`src/mcdbg_regs.svh`:
```
`ifndef MCDBG_REGS_SVH
`define MCDBG_REGS_SVH
`define MCDBG_CAUSE_HALTREQ 3'h3
`define MCDBG_SYNC_STAGES 2
`define MCDBG_ACK_TIMEOUT 16'h03E8
`endif

```
`src/mcdbg_pkg.sv`:
```
package mcdbg_pkg;
	typedef enum logic [2:0] {
		ST_IDLE = 3'b000,
		ST_HALT_REQ = 3'b001,
		ST_HALT_DROP = 3'b010,
		ST_RUN_REQ = 3'b011,
		ST_RUN_DROP = 3'b100
	} hs_state_t;
	typedef struct packed {
		logic halt_ack;
		logic run_ack;
		logic mode;
		logic brkpt;
	} core_status_t;
	typedef struct packed {
		logic halt_req;
		logic run_req;
	} core_req_t;
endpackage : mcdbg_pkg

```
`src/mcdbg_ctrl.sv`:
```
`timescale 1ns/10ps
`include "mcdbg_regs.svh"
// Controller end: drives halt/run handshakes and the reset-start select,
// and synchronises the core's status lines into its own clock.
module mcdbg_ctrl
	import mcdbg_pkg::*;
#(
	parameter int SYNC_STAGES = `MCDBG_SYNC_STAGES,
	parameter logic [15:0] ACK_TIMEOUT = `MCDBG_ACK_TIMEOUT
) (
	input wire logic clk_in,
	input wire logic rst_in,
	input wire logic halt_cmd_in,
	input wire logic run_cmd_in,
	input wire logic start_halted_in,
	input wire logic halt_ack_in,
	input wire logic run_ack_in,
	input wire logic mode_status_in,
	input wire logic brkpt_status_in,
	output logic halt_req_out,
	output logic run_req_out,
	output logic reset_run_out,
	output logic busy_out,
	output logic done_out,
	output logic timeout_out,
	output logic core_halted_out,
	output logic core_brkpt_out
);
	// ==========================================================
	// Synchronisers for core outputs
	logic [SYNC_STAGES-1:0] sync [4];
	core_status_t st;
	genvar g;
	generate
		for (g = 0; g < 4; g++) begin : g_sync
			always_ff @(posedge clk_in) begin
				if (rst_in) begin
					sync[g] <= '0;
				end else begin
					sync[g] <= {sync[g][SYNC_STAGES-2:0],
						(g == 0) ? halt_ack_in :
						(g == 1) ? run_ack_in :
						(g == 2) ? mode_status_in : brkpt_status_in};
				end
			end
		end
	endgenerate
	assign st = '{halt_ack: sync[0][SYNC_STAGES-1],
		run_ack: sync[1][SYNC_STAGES-1],
		mode: sync[2][SYNC_STAGES-1],
		brkpt: sync[3][SYNC_STAGES-1]};

	// ==========================================================
	// Handshake sequencer
	hs_state_t state;
	core_req_t req;
	logic last_was_halt;
	logic [15:0] wait_cnt;
	always_ff @(posedge clk_in) begin
		if (rst_in) begin
			state <= ST_IDLE;
			req <= '0;
			// Start as running, so a halt must come first unless reset_run_out has been lowered
			last_was_halt <= 1'b0;
			done_out <= 1'b0;
			timeout_out <= 1'b0;
			wait_cnt <= '0;
		end else begin
			done_out <= 1'b0;
			timeout_out <= 1'b0;
			case (state)
				ST_IDLE: begin
					wait_cnt <= '0;
					// Alternation avoids back-to-back halts, and back-to-back runs while reset_run_out is high
					if (halt_cmd_in && !last_was_halt) begin
						req.halt_req <= 1'b1;
						state <= ST_HALT_REQ;
					end else if (run_cmd_in
						&& (last_was_halt || !reset_run_out)) begin
						req.run_req <= 1'b1;
						state <= ST_RUN_REQ;
					end
				end
				ST_HALT_REQ: begin
					wait_cnt <= wait_cnt + 16'h0001;
					if (st.halt_ack) begin
						req.halt_req <= 1'b0;
						state <= ST_HALT_DROP;
					end else if (wait_cnt == ACK_TIMEOUT) begin
						timeout_out <= 1'b1;
					end
				end
				ST_HALT_DROP: begin
					if (!st.halt_ack) begin
						last_was_halt <= 1'b1;
						done_out <= 1'b1;
						state <= ST_IDLE;
					end
				end
				ST_RUN_REQ: begin
					// Ack may lag a debugger or power-manager halt, so no abort
					wait_cnt <= wait_cnt + 16'h0001;
					if (st.run_ack) begin
						req.run_req <= 1'b0;
						state <= ST_RUN_DROP;
					end else if (wait_cnt == ACK_TIMEOUT) begin
						timeout_out <= 1'b1;
					end
				end
				ST_RUN_DROP: begin
					if (!st.run_ack) begin
						last_was_halt <= 1'b0;
						done_out <= 1'b1;
						state <= ST_IDLE;
					end
				end
				default: begin
					state <= ST_IDLE;
					req <= '0;
				end
			endcase
		end
	end
	always_ff @(posedge clk_in) begin
		if (rst_in) begin
			reset_run_out <= 1'b1;
		end else if (state == ST_RUN_DROP && !st.run_ack) begin
			reset_run_out <= 1'b1;
		end else if (state == ST_IDLE && start_halted_in && !last_was_halt
			&& reset_run_out && !halt_cmd_in && !run_cmd_in && !busy_out) begin
			// Next core reset starts halted until a run completes
			reset_run_out <= 1'b0;
		end
	end
	always_ff @(posedge clk_in) begin
		if (rst_in) begin
			// Reset values match the tie-offs of an unconnected controller
			halt_req_out <= 1'b0;
			run_req_out <= 1'b0;
			busy_out <= 1'b0;
			core_halted_out <= 1'b0;
			core_brkpt_out <= 1'b0;
		end else begin
			halt_req_out <= req.halt_req;
			run_req_out <= req.run_req;
			busy_out <= (state != ST_IDLE);
			core_halted_out <= st.mode;
			core_brkpt_out <= st.brkpt;
		end
	end
endmodule : mcdbg_ctrl

```
`config.mk`:
```
export PLATFORM = sky130hd
export DESIGN_NAME = mcdbg_ctrl
export DESIGN_NICKNAME = d
export VERILOG_FILES = /design/src/mcdbg_pkg.sv /design/src/mcdbg_ctrl.sv
export VERILOG_INCLUDE_DIRS = /design/src /design/src/src
export SDC_FILE = /design/constraint.sdc
export NUM_CORES = 1
export LEC_CHECK = 0
export ABC_AREA = 1
export ABC_CLOCK_PERIOD_IN_PS = 1450
export BUFFER_PORTS_ARGS = -buffer_cell sky130_fd_sc_hd__buf_2
export CORE_UTILIZATION = 57
export DETAILED_ROUTE_END_ITERATION = 7
export GPL_TIMING_DRIVEN = 0
export HOLD_SLACK_MARGIN = 0.03
export PLACE_DENSITY_LB_ADDON = 0.25
export SYNTH_ARGS = -nofsm -noshare
export SYNTH_HDL_FRONTEND = slang
export SYNTH_SLANG_ARGS = --single-unit
```
`constraint.sdc`:
```
create_clock -name clk_in -period 1.45 [get_ports clk_in]
set_input_delay 0.29 -clock clk_in [delete_from_list [all_inputs] [get_ports clk_in]]
set_output_delay 0.29 -clock clk_in [all_outputs]
set_load 0.005 [all_outputs]
```
==> run summary <==
result of the run -> finished with violations
violated checks -> design-rule violations
Synth top area share -> 43.2%
CTS Root Cell -> clkbuf_4
Comb pwr share -> 28.2%
number of hold violations in the final report -> 0
overall routed net length -> 3640 um
Flop pwr share -> 41.9%
most frequent cells in the layout -> nand2_1 (50), nor2_1 (35), inv_1 (34), dfxtp_1 (34), nand3_1 (19)
total power divided by cell area -> 1450 mW/mm2
Synth Warn # -> 0
IO Port Bufs -> 16
Switching Share -> 33.6%
arrival time at the worst endpoint -> 1.60 ns
number of vias per cell after detailed routing -> 5.31
Core Area -> 0.00283 mm2
total number of vias -> 1621
category of the worst setup path launch point -> flop
crit path cell chain -> ha_4 -> nand2_4 -> nor2_4 -> nand3_4 -> nor3_4 -> nand2_1 -> nand2_1 -> nor2_1
mapped cell area -> 0.00176 mm2
number of endpoints failing setup at the final stage -> 0
residual antenna-violating net count after detailed routing -> 0
Crit path top cell by count -> nand2_1
# IOs -> 17
endpoint of the lowest-slack register-to-register path -> wait_cnt[14]
CP max stage cell -> dfxtp_4
DP Cell Count -> 295
setup repair after global routing missed its margin -> true
Routed WL per cell -> 11.9 um
ANT cells -> 0
pin count of the biggest net entering global routing -> 14
worst flop-to-flop path startpoint -> wait_cnt[0]
Slowest Stage Delay on Critical Path -> 0.39 ns
number of cells on the worst hold path -> 3
number of search-and-repair iterations in the first detailed-routing pass -> 8
worst vdd ir -> 0.821 mV
area overhead of the layout relative to synthesis -> 17.7%
syn_nets -> 259
fraction of power consumed by the clock network -> 29.9%
maximum operating frequency -> 747 MHz
post-DP HPWL -> 2550 um
global route total overflow -> 0
Final period util -> 92.4%
Non-Filler Instances -> 305
initial antenna violation count -> 0
worst-case clock buffer depth -> 2
most common cell after layout, fill and taps aside -> nand2_1
initial core utilization -> 62.2%
total CTS buffers -> 5
GP Congestion -> 0.899
Worst Reg2Reg Path Length in Cells -> 8
cell types with the largest area share after synthesis -> dfxtp_1 (43%), nand2_1 (11%), nor2_1 (7.9%)
worst reg-to-reg setup slack -> 0.11 ns
cell type with the largest total area after synthesis -> dfxtp_1
path type of the worst setup path -> flop to flop
instance count of the mapped netlist -> 248
minimum clock period -> 1.34 ns
startpoint of the tightest hold check path -> mode_status_in
post-layout utilization of the core -> 73.2%
internal power component -> 2000 uW
proportion of synthesized chip area in sequential cells -> 43.2%
clock latency at the later pin of the worst-skew pair -> 0.35 ns
clock tree from TritonCTS -> built
Mean Syn Cell Area -> 7.09 um2
gr usage total -> 25.2%
WP data required -> 1.71 ns
DR iter-0 viols -> 96
number of global-route vias before repair -> 1433
worst clock skew -> 0.00491 ns
Slew Limit Headroom -> 66.9%
Worst Hold Endpoint -> sync[2][0]
DRC violation count after routing -> 1
first-pass GRT wire length -> 6230 um
transition time at the pin with the least slew margin -> 0.496 ns
TritonCTS sink count -> 38
die outline width -> 57.6 um
FP Rows -> 19
number of nets in the final layout -> 284
clk slew on worst S/H paths -> 0.12 ns
Worst setup EP type -> flop
Die Footprint -> 0.00331 mm2
Static Leak -> 0.000912 uW
vertical extent of the die -> 57.6 um
flops & latches, synth -> 38
count of max-cap constraint violations -> 0
number of H-tree levels -> 2
number of distinct library cells after synthesis -> 32
Hold Path Class -> input port to flop
ratio of cells with drive above 1 in the final layout -> 21.2%
net switching component of the power -> 1010 uW
largest fanout on the critical path -> 4
Slew Viols, Final -> 0
## logic make-up (layout without fill, tap and decap cells)
group,Yosys count,in the layout,share of synthesized area [%]
AND/OR/NAND/NOR,131,131,33.8
AO/OA/AOI/OAI,33,33,11.4
flip-flops,38,38,43.2
adder cells (fa/ha/maj),2,2,1.42
buffers and inverters,44,70,10.2
## state kept, by name, indices dropped and copies added (netlist names)
name,flops
wait_cnt,16
sync,8
state,3
req,2
busy_out,1
core_brkpt_out,1
core_halted_out,1
done_out,1
halt_req_out,1
last_was_halt,1
reset_run_out,1
run_req_out,1
timeout_out,1
## power groups by stage
stage                     clock network, uW  logic, uW  registers (uW)
final                                   899        849            1260
after global routing                    964        970            1280
after CTS                               914        807            1240
after detailed placement                  0        802            1260
after global placement                    0        792            1250
after floorplan                           0        613            1250
## worst max-delay path: cells and delay by family (launching register included)
family / cells / cell delay, ns
adders and majority gates: 1 / 0.15
DFF: 1 / 0.39
and+or+nand+nor: 7 / 0.71
## layout make-up
class                           count  area (um2)
Multi-Input combinational cell    166         876
Inverter                           40         155
Clock buffer                        5        37.5
Timing Repair Buffer               18        95.1
Clock inverter                      3        68.8
Sequential cell                    38         773
Tap cell                           31        38.8
Buffer                              4        26.3
Fill cell                         225         758
## timing repair
action                     CTS  global route
setup endpoints to repair    2            13
pin swaps                    0             4
setup buffers                0             2
hold buffers                 0             0
resized for setup            3            16
## through the flow
| stage | total power, uW | worst slack (ns) | hold WS (ns) | cell area, um2 | TNS, ns |
|---|---|---|---|---|---|
| 2_1_floorplan | 1860 | 0.139 | 0.388 | 1760 | 0 |
| 3_3_place_gp | 2050 | -0.0494 | 0.389 | 1880 | -0.0494 |
| 3_5_place_dp | 2060 | -0.0733 | 0.393 | 1880 | -0.113 |
| 4_1_cts | 2960 | 0.0333 | 0.129 | 1990 | 0 |
| 5_1_grt | 3210 | -0.0236 | 0.121 | 2070 | -0.0236 |
| 6_report | 3010 | 0.111 | 0.137 | 2070 | 0 |
## how the worst max path moves through the flow
stage                      startpoint            to  slack, ns  cells past startpoint
after CTS                 wait_cnt[1]  wait_cnt[14]       0.03                      8
after detailed placement  wait_cnt[0]  wait_cnt[14]      -0.07                      8
after global routing      wait_cnt[0]  wait_cnt[14]      -0.02                      8
final                     wait_cnt[0]  wait_cnt[14]       0.11                      8
after global placement    wait_cnt[0]  wait_cnt[14]      -0.05                      8
after floorplan           wait_cnt[0]  wait_cnt[14]       0.14                      8
## metal layers
metal / global-route usage, % / vias to the layer above / part of all wire, % / wire length, um
met5: 0 / - / 0 / 0
met4: 10.8 / 0 / 2.3 / 84
met3: 6.12 / 9 / 5.9 / 214
met2: 40.4 / 52 / 46 / 1670
met1: 32.2 / 717 / 46 / 1680
li1: - / 843 / - / -
## synthesized netlist by cell type
cell type and instances:
ha_1 2, inv_4 1, nand2_2 1, a21oi_2 2
a21boi_0 1, o31ai_1 2, inv_1 34, o211a_1 1
nor3_1 3, o21ai_2 2, or2_1 1, nand2_4 1
nor2_1 37, nand3_2 1, buf_4 1, clkbuf_1 2
nor2_2 4, buf_6 1, nand3_1 20, o21ai_1 7
o21ai_0 6, nor3_2 1, o211ai_2 1, nand2_1 51
nor3b_1 1, nor2_4 1, inv_2 5, nor4_1 3
nand3b_2 1, dfxtp_1 38, nand4_1 5, a21oi_1 11
(Power assumes the default switching activity.)
